`config.mk`:
```
export PLATFORM = sky130hd
export DESIGN_NAME = petc_codec
export DESIGN_NICKNAME = d
export VERILOG_FILES = /design/src/verilog/petc_pkg.sv /design/src/verilog/petc_codec.sv /design/src/verilog/petc_buf2.sv /design/src/verilog/petc_trk_dec.sv
export VERILOG_INCLUDE_DIRS = /design/src /design/src/verilog
export SDC_FILE = /design/constraint.sdc
export NUM_CORES = 1
export LEC_CHECK = 0
export BUFFER_PORTS_ARGS = -buffer_cell sky130_fd_sc_hd__buf_4
export CAP_MARGIN = 10
export CORE_MARGIN = 1
export CORE_UTILIZATION = 45
export CTS_CLUSTER_DIAMETER = 120
export CTS_CLUSTER_SIZE = 16
export DETAILED_ROUTE_END_ITERATION = 16
export GPL_TIMING_DRIVEN = 0
export SLEW_MARGIN = 20
export SYNTH_ARGS = -nofsm -noshare
export SYNTH_HDL_FRONTEND = slang
export SYNTH_SLANG_ARGS = --single-unit
```
`constraint.sdc`:
```
create_clock -name clk -period 5.62 [get_ports clk]
set_input_delay 0.562 -clock clk [delete_from_list [all_inputs] [get_ports clk]]
set_output_delay 0.562 -clock clk [all_outputs]
set_load 0.05 [all_outputs]
```
`src/verilog/petc_params.svh`:
```
`ifndef PETC_PARAMS_SVH
`define PETC_PARAMS_SVH

// tape motion and recording density
`define PETC_TAPE_IPS 25
`define PETC_BPI 1600
`define PETC_CLK_NS 40
// cell time in ns and in clocks
`define PETC_CELL_NS (1000000000 / (`PETC_BPI * `PETC_TAPE_IPS))
`define PETC_CELL_CLKS (`PETC_CELL_NS / `PETC_CLK_NS)
// framing
`define PETC_TRACKS 9
`define PETC_PAR_TRK 3
`define PETC_PRE_ZEROS 40
`define PETC_BLK_CHARS 41
`define PETC_ONES 9'h1FF
`define PETC_ZEROS 9'h000
// gap after the identification burst, in thousandths of an inch
`define PETC_GAP_MILLI_IN 500
`define PETC_GAP_CELLS ((`PETC_GAP_MILLI_IN * `PETC_BPI + 999) / 1000)
`define PETC_ID_CELLS 1600
// read strobe width towards the controller
`define PETC_STB_CLKS 8
`define PETC_BUF_DEPTH 2

`endif

```
`src/verilog/petc_pkg.sv`:
```
package petc_pkg;
	typedef enum {
		S_IDLE,
		S_ID,
		S_GAP,
		S_PRE,
		S_DATA,
		S_POST
	} petc_wstate_t;

	typedef logic [8:0] petc_char_t;
endpackage

```
`src/verilog/petc_codec.sv`:
```
`timescale 1ns/100ps
`default_nettype none
`include "petc_params.svh"
module petc_codec #(
	parameter int CELL_CLKS = `PETC_CELL_CLKS,
	parameter int ID_CELLS = `PETC_ID_CELLS,
	parameter int GAP_CELLS = `PETC_GAP_CELLS,
	parameter int STB_CLKS = `PETC_STB_CLKS
) (
	input wire logic clk,
	input wire logic rst,
	input wire logic ce,
	input wire logic wr_cmd_n,
	input wire logic id_cmd_n,
	input wire logic rd_cmd_n,
	input wire logic rev_n,
	input wire logic wr_req_n,
	input wire logic wr_last_n,
	input wire logic [7:0] wr_byte_n,
	output logic wr_ack_n,
	output logic busy_n,
	output logic [7:0] rd_data_n,
	output logic rd_stb_n,
	output logic rd_perr_n,
	input wire logic [8:0] rd_pos,
	input wire logic [8:0] rd_neg,
	output logic [8:0] wr_flux,
	output logic wr_en,
	output logic erase_on
);
	localparam int HALF = CELL_CLKS / 2;
	localparam int CW = $clog2(CELL_CLKS + 1);
	localparam int SW = 32;

	function automatic petc_pkg::petc_char_t pack(input logic [7:0] d);
		pack = {d[7:`PETC_PAR_TRK], ~^d, d[`PETC_PAR_TRK-1:0]};
	endfunction

	function automatic logic [7:0] unpack(input petc_pkg::petc_char_t c);
		unpack = {c[8:`PETC_PAR_TRK+1], c[`PETC_PAR_TRK-1:0]};
	endfunction

	////////////////////////////////////////////////////////////////////////////
	// input synchronisers; every controller line is low true

	logic [SW-1:0] sync1_q;
	logic [SW-1:0] sync2_q;
	logic [8:0] pos_prev_q;
	logic [8:0] neg_prev_q;
	logic wr_cmd;
	logic id_cmd;
	logic rd_cmd;
	logic rev;
	logic wr_req;
	logic wr_last;
	logic [7:0] wr_byte;
	logic [8:0] pos_s;
	logic [8:0] neg_s;
	logic [8:0] pos_p;
	logic [8:0] neg_p;

	always_ff @(posedge clk) begin
		if (rst) begin
			sync1_q <= {{14{1'b1}}, 18'h0};
			sync2_q <= {{14{1'b1}}, 18'h0};
			pos_prev_q <= '0;
			neg_prev_q <= '0;
		end else if (ce) begin
			sync1_q <= {wr_cmd_n, id_cmd_n, rd_cmd_n, rev_n, wr_req_n, wr_last_n, wr_byte_n,
				rd_pos, rd_neg};
			sync2_q <= sync1_q;
			pos_prev_q <= pos_s;
			neg_prev_q <= neg_s;
		end
	end

	assign wr_cmd = ~sync2_q[31];
	assign id_cmd = ~sync2_q[30];
	assign rd_cmd = ~sync2_q[29];
	assign rev = ~sync2_q[28];
	assign wr_req = ~sync2_q[27];
	assign wr_last = ~sync2_q[26];
	assign wr_byte = ~sync2_q[25:18];
	assign pos_s = sync2_q[17:9];
	assign neg_s = sync2_q[8:0];
	assign pos_p = pos_s & ~pos_prev_q;
	assign neg_p = neg_s & ~neg_prev_q;

	////////////////////////////////////////////////////////////////////////////
	// write handshake into the two-entry buffer

	logic wr_ack_q;
	logic wr_ack_n_q;
	logic buf_in_ready;
	logic buf_out_valid;
	logic buf_pop;
	logic push;
	logic [8:0] buf_out;

	assign push = wr_req & ~wr_ack_q & buf_in_ready;

	always_ff @(posedge clk) begin
		if (rst) begin
			wr_ack_q <= 1'b0;
			wr_ack_n_q <= 1'b1;
		end else if (ce) begin
			if (push) begin
				wr_ack_q <= 1'b1;
				wr_ack_n_q <= 1'b0;
			end else if (!wr_req) begin
				wr_ack_q <= 1'b0;
				wr_ack_n_q <= 1'b1;
			end
		end
	end

	petc_buf2 #(
		.W(9),
		.DEPTH(`PETC_BUF_DEPTH)
	) u_buf (
		.clk(clk),
		.rst(rst),
		.ce(ce),
		.in_valid(wr_req & ~wr_ack_q),
		.in_ready(buf_in_ready),
		.in_data({wr_last, wr_byte}),
		.out_valid(buf_out_valid),
		.out_ready(buf_pop),
		.out_data(buf_out)
	);

	////////////////////////////////////////////////////////////////////////////
	// shared cell clock for all tracks

	logic [CW-1:0] cell_q;
	logic bnd;
	logic mid;

	always_ff @(posedge clk) begin
		if (rst) begin
			cell_q <= '0;
		end else if (ce) begin
			cell_q <= (cell_q == CW'(CELL_CLKS - 1)) ? '0 : cell_q + 1'b1;
		end
	end

	assign bnd = cell_q == '0;
	assign mid = cell_q == CW'(HALF);

	////////////////////////////////////////////////////////////////////////////
	// write sequencer: next character chosen at each cell boundary

	petc_pkg::petc_wstate_t st_q;
	petc_pkg::petc_wstate_t st_d;
	logic [15:0] cnt_q;
	logic [15:0] cnt_d;
	petc_pkg::petc_char_t chr_d;
	petc_pkg::petc_char_t msk_d;
	petc_pkg::petc_char_t cur_q;
	petc_pkg::petc_char_t mask_q;
	logic pop;

	assign buf_pop = ce & bnd & pop;

	always_comb begin
		st_d = st_q;
		cnt_d = cnt_q + 1'b1;
		chr_d = `PETC_ZEROS;
		msk_d = `PETC_ZEROS;
		pop = 1'b0;
		case (st_q)
			petc_pkg::S_IDLE: begin
				cnt_d = '0;
				if (wr_cmd) begin
					st_d = id_cmd ? petc_pkg::S_ID : petc_pkg::S_PRE;
				end
			end
			petc_pkg::S_ID: begin
				msk_d[`PETC_PAR_TRK] = 1'b1;
				chr_d[`PETC_PAR_TRK] = ~cnt_q[0];
				if (cnt_q == 16'(ID_CELLS - 1)) begin
					st_d = petc_pkg::S_GAP;
					cnt_d = '0;
				end
			end
			petc_pkg::S_GAP: begin
				if (cnt_q == 16'(GAP_CELLS - 1)) begin
					st_d = petc_pkg::S_PRE;
					cnt_d = '0;
				end
			end
			petc_pkg::S_PRE: begin
				msk_d = `PETC_ONES;
				chr_d = (cnt_q == 16'(`PETC_PRE_ZEROS)) ? `PETC_ONES : `PETC_ZEROS;
				if (cnt_q == 16'(`PETC_BLK_CHARS - 1)) begin
					st_d = petc_pkg::S_DATA;
					cnt_d = '0;
				end
			end
			petc_pkg::S_DATA: begin
				msk_d = `PETC_ONES;
				if (buf_out_valid) begin
					chr_d = pack(buf_out[7:0]);
					pop = 1'b1;
					cnt_d = '0;
					if (buf_out[8]) begin
						st_d = petc_pkg::S_POST;
					end
				end else begin
					// underrun closes the block: this cell is the postamble ones
					chr_d = `PETC_ONES;
					cnt_d = 16'h0001;
					st_d = petc_pkg::S_POST;
				end
			end
			petc_pkg::S_POST: begin
				msk_d = `PETC_ONES;
				chr_d = (cnt_q == '0) ? `PETC_ONES : `PETC_ZEROS;
				if (cnt_q == 16'(`PETC_BLK_CHARS - 1)) begin
					st_d = petc_pkg::S_IDLE;
				end
			end
			default: begin
				st_d = petc_pkg::S_IDLE;
			end
		endcase
	end

	always_ff @(posedge clk) begin
		if (rst) begin
			st_q <= petc_pkg::S_IDLE;
			cnt_q <= '0;
			cur_q <= `PETC_ZEROS;
			mask_q <= `PETC_ZEROS;
		end else if (ce && bnd) begin
			st_q <= st_d;
			cnt_q <= cnt_d;
			cur_q <= chr_d;
			mask_q <= msk_d;
		end
	end

	////////////////////////////////////////////////////////////////////////////
	// write flux; unmasked tracks stay at erase polarity

	logic [8:0] flux_q;
	logic wr_en_q;
	logic erase_q;
	logic wr_active;
	logic rd_active;

	assign wr_active = (st_q != petc_pkg::S_IDLE) | wr_cmd;
	assign rd_active = rd_cmd & ~wr_active;

	always_ff @(posedge clk) begin
		if (rst) begin
			flux_q <= '1;
		end else if (ce && bnd) begin
			flux_q <= ~(msk_d & chr_d);
		end else if (ce && mid) begin
			flux_q <= ~mask_q | cur_q;
		end
	end

	always_ff @(posedge clk) begin
		if (rst) begin
			wr_en_q <= 1'b0;
			erase_q <= 1'b0;
		end else if (ce) begin
			wr_en_q <= st_q != petc_pkg::S_IDLE;
			erase_q <= wr_active;
		end
	end

	////////////////////////////////////////////////////////////////////////////
	// read: per-track recovery and character assembly

	logic [8:0] trk_bit;
	logic [8:0] trk_vld;
	logic [8:0] trk_lock;
	logic all_vld;

	assign all_vld = &trk_vld;

	for (genvar t = 0; t < `PETC_TRACKS; t++) begin : g_trk
		petc_trk_dec #(
			.CELL_CLKS(CELL_CLKS)
		) u_dec (
			.clk(clk),
			.rst(rst),
			.ce(ce),
			.en(rd_active),
			.rev(rev),
			.pos(pos_p[t]),
			.neg(neg_p[t]),
			.take(all_vld),
			.bit_q(trk_bit[t]),
			.vld_q(trk_vld[t]),
			.lock_q(trk_lock[t])
		);
	end

	logic first_q;
	logic post_q;
	logic pend_vld_q;
	petc_pkg::petc_char_t pend_q;
	logic post_hit;
	logic emit;

	// a ones character followed by all zeros can only be the trailing marker
	assign post_hit = pend_vld_q && (pend_q == `PETC_ONES) && (trk_bit == `PETC_ZEROS);
	assign emit = all_vld & ~post_q & ~first_q & pend_vld_q & ~post_hit;

	always_ff @(posedge clk) begin
		if (rst || !rd_active) begin
			first_q <= 1'b1;
			post_q <= 1'b0;
			pend_vld_q <= 1'b0;
			pend_q <= `PETC_ZEROS;
		end else if (ce) begin
			if (post_q && (trk_lock == '0)) begin
				first_q <= 1'b1;
				post_q <= 1'b0;
			end else if (all_vld && !post_q) begin
				if (first_q) begin
					first_q <= 1'b0;
				end else if (post_hit) begin
					post_q <= 1'b1;
					pend_vld_q <= 1'b0;
				end else begin
					pend_q <= trk_bit;
					pend_vld_q <= 1'b1;
				end
			end
		end
	end

	logic [7:0] rd_data_n_q;
	logic rd_perr_n_q;
	logic rd_stb_n_q;
	logic [7:0] stb_cnt_q;

	always_ff @(posedge clk) begin
		if (rst) begin
			rd_data_n_q <= 8'hFF;
			rd_perr_n_q <= 1'b1;
			rd_stb_n_q <= 1'b1;
			stb_cnt_q <= '0;
		end else if (ce) begin
			if (emit) begin
				rd_data_n_q <= ~unpack(pend_q);
				rd_perr_n_q <= ^pend_q;
				rd_stb_n_q <= 1'b0;
				stb_cnt_q <= 8'(STB_CLKS - 1);
			end else if (stb_cnt_q != '0) begin
				stb_cnt_q <= stb_cnt_q - 1'b1;
			end else begin
				rd_stb_n_q <= 1'b1;
			end
		end
	end

	logic busy_n_q;

	always_ff @(posedge clk) begin
		if (rst) begin
			busy_n_q <= 1'b1;
		end else if (ce) begin
			busy_n_q <= ~((st_q != petc_pkg::S_IDLE) | (|trk_lock));
		end
	end

	assign wr_ack_n = wr_ack_n_q;
	assign busy_n = busy_n_q;
	assign rd_data_n = rd_data_n_q;
	assign rd_stb_n = rd_stb_n_q;
	assign rd_perr_n = rd_perr_n_q;
	assign wr_flux = flux_q;
	assign wr_en = wr_en_q;
	assign erase_on = erase_q;

	////////////////////////////////////////////////////////////////////////////
	// checks

	a_mid_value: assert property (@(posedge clk) disable iff (rst)
		(ce && mid) |=> ((flux_q & $past(mask_q)) == ($past(cur_q) & $past(mask_q))))
		else $error("mid-cell flux does not match data bit");

	a_phase_bit: assert property (@(posedge clk) disable iff (rst)
		(ce && bnd && (st_q != petc_pkg::S_IDLE) && (st_q != petc_pkg::S_GAP))
		|=> ((($past(flux_q) ^ flux_q) & $past(mask_q & msk_d))
		== $past(~(cur_q ^ chr_d) & mask_q & msk_d)))
		else $error("boundary transition wrong for repeated bit");

	a_cell_wrap: assert property (@(posedge clk) disable iff (rst)
		(ce && (cell_q == CW'(CELL_CLKS - 1))) |=> bnd)
		else $error("cell counter did not wrap at cell length");

	a_id_track: assert property (@(posedge clk) disable iff (rst)
		(ce && bnd && (st_q == petc_pkg::S_ID)) |=> (mask_q == (9'h001 << `PETC_PAR_TRK)))
		else $error("id burst drives a track other than parity track");

	a_gap_len: assert property (@(posedge clk) disable iff (rst)
		(ce && bnd && (st_q == petc_pkg::S_GAP) && (st_d == petc_pkg::S_PRE))
		|-> (cnt_q == 16'(GAP_CELLS - 1)))
		else $error("gap after id burst too short");

	a_odd_parity: assert property (@(posedge clk) disable iff (rst)
		(ce && bnd && (st_q == petc_pkg::S_DATA) && pop) |=> (^cur_q == 1'b1))
		else $error("written character has even parity");

	a_pre_ones: assert property (@(posedge clk) disable iff (rst)
		(ce && bnd && (st_q == petc_pkg::S_PRE) && (st_d == petc_pkg::S_DATA))
		|=> ((cur_q == `PETC_ONES) && ($past(cnt_q) == 16'(`PETC_PRE_ZEROS))))
		else $error("preamble does not end with ones character");

	a_post_zero: assert property (@(posedge clk) disable iff (rst)
		(ce && bnd && (st_q == petc_pkg::S_POST) && (st_d == petc_pkg::S_IDLE))
		|=> (cur_q == `PETC_ZEROS))
		else $error("postamble does not end with zeros");

	a_erase_write: assert property (@(posedge clk) disable iff (rst)
		(ce && (st_q != petc_pkg::S_IDLE)) |-> (!rd_active ##1 erase_q))
		else $error("erase head off during write");

	a_perr_flag: assert property (@(posedge clk) disable iff (rst)
		(ce && emit) |=> ((rd_perr_n_q == ^$past(pend_q)) && !rd_stb_n_q))
		else $error("parity error flag wrong on read character");
endmodule
`default_nettype wire

```
`src/verilog/petc_buf2.sv`:
```
`timescale 1ns/100ps
`default_nettype none
module petc_buf2 #(
	parameter int W = 9,
	parameter int DEPTH = 2
) (
	input wire logic clk,
	input wire logic rst,
	input wire logic ce,
	input wire logic in_valid,
	output logic in_ready,
	input wire logic [W-1:0] in_data,
	output logic out_valid,
	input wire logic out_ready,
	output logic [W-1:0] out_data
);
	localparam int AW = (DEPTH > 1) ? $clog2(DEPTH) : 1;

	logic [W-1:0] mem [DEPTH];
	logic [AW-1:0] wp_q;
	logic [AW-1:0] rp_q;
	logic [AW:0] cnt_q;
	logic push;
	logic pop;

	assign in_ready = cnt_q < (AW+1)'(DEPTH);
	assign out_valid = cnt_q != '0;
	assign out_data = mem[rp_q];
	assign push = in_valid & in_ready;
	assign pop = out_valid & out_ready;

	always_ff @(posedge clk) begin
		if (ce && push) begin
			mem[wp_q] <= in_data;
		end
	end

	always_ff @(posedge clk) begin
		if (rst) begin
			wp_q <= '0;
			rp_q <= '0;
			cnt_q <= '0;
		end else if (ce) begin
			if (push) begin
				wp_q <= (wp_q == AW'(DEPTH - 1)) ? '0 : wp_q + 1'b1;
			end
			if (pop) begin
				rp_q <= (rp_q == AW'(DEPTH - 1)) ? '0 : rp_q + 1'b1;
			end
			if (push && !pop) begin
				cnt_q <= cnt_q + 1'b1;
			end else if (pop && !push) begin
				cnt_q <= cnt_q - 1'b1;
			end
		end
	end
endmodule
`default_nettype wire

```
`src/verilog/petc_trk_dec.sv`:
```
`timescale 1ns/100ps
`default_nettype none
module petc_trk_dec #(
	parameter int CELL_CLKS = 625
) (
	input wire logic clk,
	input wire logic rst,
	input wire logic ce,
	input wire logic en,
	input wire logic rev,
	input wire logic pos,
	input wire logic neg,
	input wire logic take,
	output logic bit_q,
	output logic vld_q,
	output logic lock_q
);
	localparam int HALF = CELL_CLKS / 2;
	localparam int QTR = CELL_CLKS / 4;
	localparam int CW = $clog2(2 * CELL_CLKS);

	logic [CW-1:0] cnt_q;
	logic pred_q;
	logic bnd_q;
	logic miss_q;
	logic p;
	logic n;
	logic in_bnd;
	logic late;
	logic lost;

	// reverse motion flips pulse polarity, so the postamble looks like a preamble
	assign p = rev ? neg : pos;
	assign n = rev ? pos : neg;
	assign in_bnd = (cnt_q >= CW'(HALF - QTR)) && (cnt_q <= CW'(HALF + QTR));
	assign late = cnt_q > CW'(HALF + QTR);
	assign lost = cnt_q == CW'(CELL_CLKS + QTR);

	always_ff @(posedge clk) begin
		if (rst || !en) begin
			cnt_q <= '0;
			lock_q <= 1'b0;
			vld_q <= 1'b0;
			bit_q <= 1'b0;
			pred_q <= 1'b0;
			bnd_q <= 1'b0;
			miss_q <= 1'b0;
		end else if (ce) begin
			if (take) begin
				vld_q <= 1'b0;
			end
			if (!lock_q) begin
				if (p || n) begin
					cnt_q <= '0;
				end else if (!lost) begin
					cnt_q <= cnt_q + 1'b1;
				end
				// a one after zeros has no boundary pulse: long gap, then positive
				// saturated count: no pulse before, e.g. trailing edge seen in reverse
				if (p && late && !lost) begin
					lock_q <= 1'b1;
					bit_q <= 1'b1;
					vld_q <= 1'b1;
					bnd_q <= 1'b0;
					miss_q <= 1'b0;
				end
			end else begin
				cnt_q <= cnt_q + 1'b1;
				if ((p || n) && in_bnd) begin
					pred_q <= n;
					bnd_q <= 1'b1;
				end else if ((p || n) && late) begin
					bit_q <= p;
					vld_q <= 1'b1;
					cnt_q <= '0;
					bnd_q <= 1'b0;
					miss_q <= 1'b0;
				end else if (lost) begin
					// mid pulse missing: infer from boundary, else opposite
					bit_q <= bnd_q ? pred_q : ~bit_q;
					vld_q <= 1'b1;
					cnt_q <= CW'(QTR);
					bnd_q <= 1'b0;
					miss_q <= 1'b1;
					if (miss_q) begin
						lock_q <= 1'b0;
					end
				end
			end
		end
	end
endmodule
`default_nettype wire

```
# == Word level (Yosys, flattened, before mapping) ==
# Memory sizes are Yosys's and may differ from the RTL's. A register that Yosys moved wholly into a read port is not among the register bits.
# Index checks and enable logic that the tools add are counted.
# word_totals
ram_bits,18
mem_bits_ro,0
elab_cells,761
ff_bits,359
latch_bits,0
output_inout_bits,23
mem_count,1
# classes
order_cmp,28
bitwise_logic,43
n_mux,366
n_addsub,16
n_div,0
eq_ne,64
reduce_logical,154
n_mul,0
n_shift,0
# memory_table
name,words,width,rd,rd_clocked_by_memory_dff,wr,line,text
u_buf.mem,2,9,1,1,1,petc_buf2.sv:19,logic [W-1:0] mem [DEPTH];
# op_table
op,count
2-to-1 mux 11 bit,54
2-to-1 mux 1 bit,284
2-to-1 mux 32 bit,7
one-hot mux 32 bit (6 select lines),1
"adder 11 x 1 -> 11 bit, second input constant",9
"equality test 11 x 10 -> 1 bit, second input constant",9
">= comparator 11 x 8 -> 1 bit, second input constant",9
"> comparator 11 x 9 -> 1 bit, second input constant",9
"less-or-equal comparator 11 x 9 -> 1 bit, second input constant",9
one-hot mux 16 bit (5 select lines),1
"equality test 32 x 2 -> 1 bit, second input constant",2
"equality test 32 x 3 -> 1 bit, second input constant",2
logical AND 1 bit,54
AND reduction 3 bit,18
2-to-1 mux 16 bit,3
2-to-1 mux 9 bit,5
AND reduction 4 bit,11
"inequality test 4 bit, second input constant",9
NOT 9 bit,4
AND reduction 2 bit,17
"equality test 32 x 1 -> 1 bit, second input constant",1
logical NOT 32 bit,1
nonzero test 2 bit,16
nonzero test 32 bit,1
other kinds (45),135

# == Logic depth before layout (Yosys ltp) ==
# Gate-level depths: netlist (run 1).
# depth
ltp_word,9
depth_mapped,11
depth_no_buf,10

# == Cells and area by module ==
# Synthesis (run 1) repeated with hierarchy kept, for this count alone.
# hier_totals
hier_cells,2062
area_unflattened_um2,18431.4
# by_module_without_submodules
module,cells_per_inst,n_inst,seq_area_each_um2,area_each_um2
petc_trk_dec,137,9,340.3,1167.4
petc_codec,775,1,3323.2,7043.0
petc_buf2,54,1,640.6,882.1

# == Least setup slack after synthesis (run 1) ==
# No wires, ideal clock.
# synth_path
path_type,reg2reg
startpoint,register g_trk[6].u_dec.cnt_q[0]
endpoint,register g_trk[6].u_dec.cnt_q[7]
setup_ns,0.119
required_time_ns,5.501
stages_incl_launch_ff,8
arrival_time_ns,2.335
n_path_buf,0
slack_ns,3.166
period_less_slack_ns,2.454
path_cell_list,dfxtp_1 ha_1 or4b_2 or4_1 nor3_2 nand2b_1 a21oi_1 o221a_2
# synth_via
elab_chain_cells,5
elab_cells_between_ends,16
# synth_rtl
item,line,text
"start, declared",petc_trk_dec.sv:22,logic [CW-1:0] cnt_q;
"start signal, assigned",petc_trk_dec.sv:56,cnt_q <= cnt_q + 1'b1;
"start signal, assigned",petc_trk_dec.sv:68,cnt_q <= cnt_q + 1'b1;
"start signal, assigned",petc_trk_dec.sv:82,cnt_q <= CW'(QTR);
"adder 11 x 1 -> 11 bit, or another cell as far along","petc_trk_dec.sv:56, petc_trk_dec.sv:68",
"2-to-1 mux 11 bit, or another cell as far along",petc_trk_dec.sv:78,end else if (lost) begin
2-to-1 mux 11 bit or logical AND 1 bit (tied branches),"petc_trk_dec.sv:72, petc_trk_dec.sv:69",
2-to-1 mux 11 bit,petc_trk_dec.sv:69,if ((p || n) && in_bnd) begin
2-to-1 mux 11 bit,petc_trk_dec.sv:52,if (!lock_q) begin
# Several ways; a longest one is shown, not always the timed one. The select of a mux whose other input is x is not followed.
# A chain may end at the register's enable or synchronous reset.

# == Worst setup path in the final report (run 1) ==
# layout_path
startpoint,input ce
endpoint,"memory u_buf.mem[1][4], enable pin"
# layout_via
elab_chain_cells,3
# layout_rtl
item,line,text
"start, declared",petc_codec.sv:12,"input wire logic ce,"
logical AND 1 bit,petc_buf2.sv:33,if (ce && push) begin
2-to-1 mux 1 bit,petc_buf2.sv:33,
2-to-1 mux 1 bit (implied by the code),petc_buf2.sv:34,mem[wp_q] <= in_data;
"end, declared",petc_buf2.sv:19,
# Every way passes these cells.

==> results of run 1 <==
## stage by stage
step,power (uW),cells,cell area (um^2),setup slack [ns],hold slack [ns]
6_report,4660,2517,18300,1.87,0.211
5_1_grt,4830,2517,18300,1.83,0.206
4_1_cts,4700,2517,18300,1.92,0.193
3_5_place_dp,3030,2486,17700,1.33,0.441
3_3_place_gp,3020,2486,17700,1.34,0.433
2_1_floorplan,2890,1962,16700,3.17,0.427
## placed cells by master (no fill, tap or decap), drive strengths merged, types with 62 or more instances in the layout
| master | netlist | routed |
|---|---|---|
| nand2 | 156 | 156 |
| nor2 | 283 | 283 |
| clkbuf | 88 | 117 |
| inv | 60 | 62 |
| o21ai | 91 | 91 |
| dfxtp | 324 | 324 |
| buf | 13 | 69 |
| nand3 | 71 | 71 |
| a21oi | 152 | 152 |
| mux2i | 110 | 110 |
## critical path, stage by stage
cell      delay, ns
buf_4          0.18
clkbuf_1       0.59
clkbuf_1       0.69
clkbuf_1       0.73
clkbuf_1       0.66
and3_1         0.54
## per-layer routing
metal  share of wire, %  wire length (um)  vias up  GRT usage, %
met2                 45             20300      310          39.2
met5                  0                 0        -             0
li1                   -                 -     7140             -
met1                 46             20700     6719          30.9
met3                4.9              2180       91          3.78
met4                3.8              1700        0          8.58
## final cells by class
cell class / instances / area share [%]
Sequential cell: 342 / 38.4
Clock buffer: 29 / 3.50
Inverter: 60 / 1.23
Timing Repair Buffer: 56 / 2.29
Tap cell: 468 / 3.20
Multi-Input combinational cell: 1459 / 49.2
Clock inverter: 2 / 0.109
Buffer: 101 / 2.13
## cell families (layout without fill, tap and decap cells)
group / after synthesis / count (layout) / synth area share (%)
simple gates: 784 / 784 / 23.1
compound gates: 425 / 425 / 16.1
flops: 342 / 342 / 42.2
buf+inv: 161 / 248 / 3.70
mux: 115 / 115 / 6.95
xor+xnor: 97 / 97 / 5.10
fa+ha+maj: 38 / 38 / 2.86
## state kept, by name, indices dropped and copies added, names as in the netlist, 10 cells and up, named ones only
name	count
g_trk.u_dec.cnt_q	99
sync1_q	32
sync2_q	32
u_buf.mem	18
cnt_q	16
cell_q	10
## power breakdown
group	internal [uW]	switching [uW]	leakage [uW]
Sequential	2500	38.4	0.00279
Combinational	157	287	0.00363
Clock	804	871	0.000323
Total	3460	1200	0.00675
## final timing paths
path	from	endpoint	slack [ns]	cells after the start
worst min register to register	mask_q[3]	mask_q[3]	0.45	2
worst max-delay path	ce	u_buf.mem[1][4]	1.87	6
worst max register to register	cell_q[3]	u_buf.cnt_q[1]	2.67	9
worst min-delay path	wr_byte_n[0]	sync1_q[18]	0.21	3
==> flow_summary.json, run 1 <==
{
  "cts_resized": 0,
  "avgViaCountPerCell": 5.67,
  "final-seq-area_mm2": 0.00703,
  "fmax_mhz": 266,
  "min_path_type": "input pin to flop",
  "place.gp.congestion": 0.921,
  "tritoncts": "yes",
  "post-route-period-util_pct": 66.8,
  "ys.flop_type": "dfxtp_1",
  "fp.coreArea_mm2": 0.0365,
  "relSlewSlack_pct": 24.0,
  "synth_area_leaders": "dfxtp_1 (39%), mux2i_1 (6.6%), nor2_1 (6.4%), a21oi_1 (4.6%), nand2_1 (3.5%)",
  "fill_cells": 3573,
  "io_buffers": 56,
  "initial_core_util_pct": 45.6,
  "synth_cells": 1962,
  "status": "complete, no violations",
  "syn_area_mm2": 0.0167,
  "yosysMostFrequentCell": "dfxtp_1",
  "drt_wl_total_um": 44800,
  "slew_viol_final": 0,
  "crit_required_ns": 5.83,
  "clkTransAtPathRegs_ns": 0.07,
  "die_y_um": 194,
  "synth.distinct_cells": 80,
  "cts_root_buf": "clkbuf_16",
  "avgSynthCellArea_um2": 8.49,
  "areaGrowthSynthToFinish_pct": 10.0,
  "worstSkewPairLatency_ns": 0.56,
  "antenna_cells": 0,
  "wl_per_cell_um": 17.8,
  "grt_pass1_wl_um": 72200,
  "dieArea_mm2": 0.0378,
  "ant_nets": 0,
  "fin_nets": 2118,
  "yosysWarnings": 0,
  "fp.dieW_um": 194,
  "yosys.area.top_type": "dfxtp_1",
  "drt_iter0_drc": 946,
  "num_vias": 14260,
  "grt_remaining_overflow": 0,
  "synth_common_cells": "dfxtp_1 (324), nor2_1 (283), nand2_1 (156)",
  "worstPathMaxFanout": 10,
  "worstMarginPinSlew_ns": 1.13,
  "cts_buffer_depth": 3,
  "post-cts-setup-buffer-count": 0,
  "grt_util_all_layers_pct": 23.6,
  "drv_cap": 0,
  "drive_above_1_share_pct": 5.71,
  "grt_setup_unrepaired": "false",
  "drc": 0,
  "cts_hold_buf": 0,
  "cts_made_buffers": 25,
  "fin_worst_skew_ns": 0.0175,
  "power_density_mw_per_mm2": 254,
  "fin_util_pct": 50.2,
  "period_minus_slack_ns": 3.75,
  "synth_nets": 2035,
  "io_pins": 58,
  "first_pass_iters": 8,
  "synth-edff-count": 18,
  "path_class": "input pin to flop",
  "ys_seq_elements": 342,
  "arrival_ns": 3.97,
  "finalHoldViolCount": 0,
  "cp-end-kind": "flop",
  "synth.top_cell.area_share_pct": 39.0,
  "first_global_vias": 13606,
  "dp_hpwl_um": 32600,
  "ys_async_sr_fraction_pct": 0,
  "htree_num_levels": 1,
  "num_rows": 70,
  "multi_input_area_mm2": 0.00901,
  "synth-seq-area-share_pct": 42.2,
  "antenna_found_initial": 0,
  "vdd_ir_drop_max_v": 0.000202,
  "grt_max_degree": 18,
  "final.setup.tns_ns": 0,
  "setup_viol": 0,
  "cp-start-kind": "input pin",
  "power.leakage_uw": 0.00675,
  "cts_num_sinks": 342
}
(Power assumes the default switching activity.)
==> inputs of run 2 (changes only) <==
Clock period 5.62 ns to 3.2 ns, I/O delays scaled along.
==> run 2 against run 1 <==
Against the previous run:
- hold slack got worse by 0.20 ns
- critical endpoint is now g_trk[5].u_dec.cnt_q[8]
- cell count rose by 1.2%
- via count rose by 1.4%
- critical path depth rose by 2
- largest cell class unchanged
==> flow_summary.json, run 2 (synthesis gave the netlist of run 1 again) <==
{
  "io_pins": 58,
  "cp-end-kind": "flop",
  "drv_cap": 0,
  "vdd_ir_drop_max_v": 0.000357,
  "period_minus_slack_ns": 2.99,
  "reg2reg_depth": 8,
  "worstMarginPinSlew_ns": 1.18,
  "holdWs_ns": 0.0107,
  "top_register": "g_trk.u_dec.cnt_q",
  "dieArea_mm2": 0.0378,
  "worstPathMaxFanout": 9,
  "slew_viol_final": 0,
  "status": "complete, no violations",
  "grt_setup_unrepaired": "false",
  "drt_wl_total_um": 45100,
  "first_pass_iters": 7,
  "fmax_mhz": 335,
  "num_rows": 70,
  "clkTransAtPathRegs_ns": 0.08,
  "min_path_type": "input pin to flop",
  "fin_worst_skew_ns": 0.0217,
  "areaGrowthSynthToFinish_pct": 11.8,
  "wl_per_cell_um": 17.7,
  "fin_nets": 2147,
  "fp.coreArea_mm2": 0.0365,
  "design_area_mm2": 0.0186,
  "arrival_ns": 3.43,
  "largest_register_ffs": 99,
  "pwr-share-clk_pct": 35.9,
  "grt_remaining_overflow": 0,
  "drc": 0,
  "p_seq_share_pct": 54.2,
  "initial_core_util_pct": 45.6,
  "num_vias": 14465,
  "fp.dieW_um": 194,
  "cp-start-kind": "flop",
  "intPower_uw": 6100,
  "cts_made_buffers": 25,
  "place.gp.congestion": 0.921,
  "cts_num_sinks": 342,
  "crit_required_ns": 3.64,
  "worstSkewPairLatency_ns": 0.57,
  "cts_buffer_depth": 3,
  "first_global_vias": 13782,
  "cts_root_buf": "clkbuf_16",
  "antenna_cells": 0,
  "drt_iter0_drc": 947,
  "tritoncts": "yes",
  "fill_cells": 3548,
  "path_class": "flop to flop",
  "grt_util_all_layers_pct": 23.8,
  "htree_num_levels": 1,
  "placed_area_mm2": 0.0177,
  "die_y_um": 194,
  "post-route-period-util_pct": 93.3,
  "dp_hpwl_um": 32600,
  "p_switching_uw": 2120,
  "combPwrFrac_pct": 9.9,
  "grt_pass1_wl_um": 72800,
  "power_density_mw_per_mm2": 442,
  "swShare_pct": 25.8,
  "setup_viol": 0,
  "hold_path_depth": 3,
  "drive_above_1_share_pct": 5.73,
  "power.leakage_uw": 0.00687,
  "antenna_found_initial": 0,
  "largestRegisters": "g_trk.u_dec.cnt_q (99), sync1_q (32), sync2_q (32)",
  "grt_max_degree": 18,
  "avgViaCountPerCell": 5.68,
  "ant_nets": 0,
  "final_cell_mix": "dfxtp_1 (324), nor2_1 (283), nand2_1 (156), a21oi_1 (152), mux2i_1 (110)",
  "layout_commonest_cell": "dfxtp_1",
  "finalHoldViolCount": 0,
  "relSlewSlack_pct": 20.5,
  "io_buffers": 56
}
==> run 2: cell types whose count changed in the layout (fill, tap and decap cells not counted) <==
cell	before	now
clkbuf_2	0	2
dlygate4sd3_1	0	29
clkbuf_1	92	90
==> run 2: routing by layer <==
layer  share of wire (%)  global-route usage, %  up-vias
li1                    -                      -     7204
met1                  46                   31.0     6846
met2                  45                   39.4      318
met3                 4.8                   3.82       97
met4                 4.0                   9.11        0
met5                   0                      0        -
==> run 2: worst paths after layout <==
kind                      startpoint                      end  slack [ns]
min reg2reg                mask_q[3]                mask_q[3]        0.45
min                        rd_neg[7]               sync1_q[7]        0.01
max reg2reg  g_trk[5].u_dec.cnt_q[3]  g_trk[5].u_dec.cnt_q[8]        0.21
max          g_trk[5].u_dec.cnt_q[3]  g_trk[5].u_dec.cnt_q[8]        0.21
==> run 2: critical path: stages, from the launching register on <==
cell,delay (ns)
dfxtp_1,0.31
clkbuf_1,0.31
nand2b_1,0.10
nor4_1,0.42
nand4_1,0.29
o31ai_1,1.01
nor3_1,0.19
xnor2_1,0.19
nor2_1,0.05
==> run 2: layout make-up <==
cell class	count	area [um^2]	share of cell area [%]
Inverter	60	225	1.21
Buffer	101	393	2.11
Clock buffer	29	641	3.44
Timing Repair Buffer	85	711	3.82
Multi-Input combinational cell	1459	9010	48.4
Clock inverter	2	20.0	0.108
Tap cell	468	586	3.15
Sequential cell	342	7030	37.8
==> run 2: what timing repair did <==
action | in CTS | in global routing
gates resized for setup | 2 | 0
hold buffers | 29 | 0
setup endpoints to repair | 9 | 0
hold endpoints to repair | 29 | 0
buffers inserted | 0 | 0
==> run 2: metrics by stage <==
stage	power, uW	setup TNS, ns	std cells	utilization, %	setup slack, ns
final	8220	0	2546	51.0	0.214
after global routing	8520	0	2546	51.0	0.0363
after CTS	8290	0	2546	51.0	0.245
after detailed placement	5330	-29.99	2486	48.3	-0.849
after global placement	5310	-31.34	2486	48.3	-0.842
after floorplan	5080	0	1962	-	0.746
==> run 2: power groups by stage <==
stage | registers [uW] | logic [uW] | clock network, uW
6_report | 4460 | 810 | 2950
5_1_grt | 4470 | 890 | 3160
4_1_cts | 4460 | 808 | 3020
3_5_place_dp | 4560 | 773 | 0
3_3_place_gp | 4550 | 759 | 0
2_1_floorplan | 4560 | 517 | 0
==> inputs of run 3 (changes only) <==
Clock period 3.2 ns to 2.5 ns, I/O delays scaled along.
==> run 3 against run 2 <==
Against the previous run:
- the flow now finishes with violations (setup timing)
- critical path depth is the same
- combinational power grew 37%
- hold slack gained 0.30 ns
- die area is the same
- register-to-register slack lost 0.25 ns
- critical endpoint is now g_trk[6].u_dec.cnt_q[7]
- largest cell class unchanged
- highest routed layer unchanged
==> flow_summary.json, run 3 (synthesis gave the netlist of run 1 again) <==
{
  "status": "complete, but fails checks",
  "violations": "setup timing",
  "largestRegisters": "g_trk.u_dec.cnt_q (99), sync1_q (32), sync2_q (32)",
  "areaGrowthSynthToFinish_pct": 15.1,
  "path_class": "flop to flop",
  "slowest_delay_ns": 0.58,
  "crit_chain": "inv_4 -> ha_4 -> or4b_4 -> or4_4 -> nor3_4 -> nand2b_4 -> a21oi_1 -> o221a_2",
  "drv_cap": 0,
  "vdd_ir_drop_max_v": 0.000451,
  "clkTransAtPathRegs_ns": 0.07,
  "arrival_ns": 3.00,
  "period_minus_slack_ns": 2.54,
  "worstPathMaxFanout": 5,
  "fill_cells": 3485,
  "r2r-end": "g_trk[6].u_dec.cnt_q[7]",
  "grt_setup_unrepaired": "true",
  "layout_commonest_cell": "dfxtp_1",
  "grt_pass1_wl_um": 73300,
  "avgViaCountPerCell": 5.69,
  "drt_wl_total_um": 45900,
  "final.setup.tns_ns": -0.0430,
  "worstMarginPinSlew_ns": 0.870,
  "crit_required_ns": 2.96,
  "wl_per_cell_um": 17.9,
  "grt_remaining_overflow": 0,
  "cts_buffer_depth": 3,
  "finalHoldViolCount": 0,
  "final_cell_mix": "dfxtp_1 (318), nor2_1 (279), nand2_1 (156), a21oi_1 (143), mux2i_1 (110)",
  "initial_core_util_pct": 45.6,
  "drt_iter0_drc": 874,
  "setup_viol": 2,
  "crit_path_end": "g_trk[6].u_dec.cnt_q[7]",
  "tritoncts": "yes",
  "min_path_type": "input pin to flop",
  "fp.dieW_um": 194,
  "power_density_mw_per_mm2": 551,
  "final_cells": 2567,
  "antenna_found_initial": 0,
  "power.leakage_uw": 0.00708,
  "htree_num_levels": 1,
  "die_y_um": 194,
  "fp.coreArea_mm2": 0.0365,
  "first_pass_iters": 6,
  "top_register": "g_trk.u_dec.cnt_q",
  "cp-startpoint": "g_trk[6].u_dec.cnt_q[1]",
  "fin_worst_skew_ns": 0.0132,
  "cts_num_sinks": 342,
  "largest_register_ffs": 99,
  "first_global_vias": 13852,
  "reg2reg_slack_ns": -0.04,
  "slew_viol_final": 0,
  "worstSkewPairLatency_ns": 0.56,
  "layout_setup_ws_ns": -0.0401,
  "dp_hpwl_um": 32600,
  "drive_above_1_share_pct": 10.1,
  "io_pins": 58,
  "fin_nets": 2168,
  "dp.cells": 2486,
  "num_rows": 70,
  "dieArea_mm2": 0.0378,
  "fmax_mhz": 394,
  "ant_nets": 0,
  "place.gp.congestion": 0.921,
  "num_vias": 14598,
  "cp-end-kind": "flop",
  "cts_root_buf": "clkbuf_16",
  "hold_path_depth": 5,
  "io_buffers": 56,
  "relSlewSlack_pct": 42.0,
  "drc": 0,
  "post-route-period-util_pct": 102,
  "grt_util_all_layers_pct": 24.0,
  "cp-start-kind": "flop",
  "reg2reg_depth": 8,
  "antenna_cells": 0,
  "grt_max_degree": 18,
  "cts_made_buffers": 25,
  "worstReg2RegStart": "g_trk[6].u_dec.cnt_q[1]",
  "worst_path_max_delay_cell": "or4_4"
}
[run 3: critical path, delay by kind of cell, from the launching register on]
kind	cells	cell delay [ns]
buffers and inverters	1	0.07
AND/OR/NAND/NOR	4	1.59
adder cells (fa/ha/maj)	1	0.12
flip-flops	1	0.35
AO/OA/AOI/OAI	2	0.31
[run 3: report_power, final]
part	switching (uW)	internal (uW)
Combinational	684	422
Clock	1950	1810
Sequential	88.8	5620
[run 3: how the worst min path moves through the flow]
stage,start,end
after floorplan,wr_req_n,sync1_q[27]
after global placement,cur_q[7],cur_q[7]
after detailed placement,cur_q[1],cur_q[1]
after CTS,ce,g_trk[2].u_dec.cnt_q[0]
after global routing,ce,g_trk[2].u_dec.cnt_q[0]
final,ce,g_trk[2].u_dec.cnt_q[0]
[run 3: layout make-up]
| class | instances | area, um^2 | area share, % |
|---|---|---|---|
| well taps | 468 | 586 | 3.06 |
| clock inverters | 2 | 20.0 | 0.104 |
| inverters | 60 | 228 | 1.19 |
| flip-flops and latches | 342 | 7040 | 36.7 |
| plain buffers | 99 | 433 | 2.26 |
| clock buffers | 29 | 641 | 3.34 |
| repair buffers | 107 | 883 | 4.61 |
| multi-input cells | 1460 | 9330 | 48.7 |
[run 3: what timing repair did]
action	4_1_cts	5_1_grt
buffers inserted	7	12
hold buffers	32	0
gates cloned	0	1
setup endpoints to repair	240	190
pin swaps	6	24
endpoints found under the hold margin	32	0
gates resized for setup	45	72
[run 3: metal layers]
metal	vias up	global-route usage (%)	routed length [um]
met5	-	0	0
met4	0	9.17	1760
met3	100	3.83	2220
met2	350	39.9	21200
met1	6900	31.1	20700
li1	7248	-	-
[run 3: metrics by stage]
step / utilization (%) / cell area (um^2) / power (uW) / worst slack [ns] / hold slack, ns
3_3_place_gp: 48.3 / 17700 / 6800 / -1.47 / 0.433
3_5_place_dp: 48.3 / 17700 / 6820 / -1.48 / 0.441
4_1_cts: 51.6 / 18900 / 10600 / 0.000328 / 0.317
5_1_grt: 52.5 / 19200 / 11000 / -0.104 / 0.349
6_report: 52.5 / 19200 / 10600 / -0.0401 / 0.306
2_1_floorplan: - / 16700 / 6500 / 0.0464 / 0.378
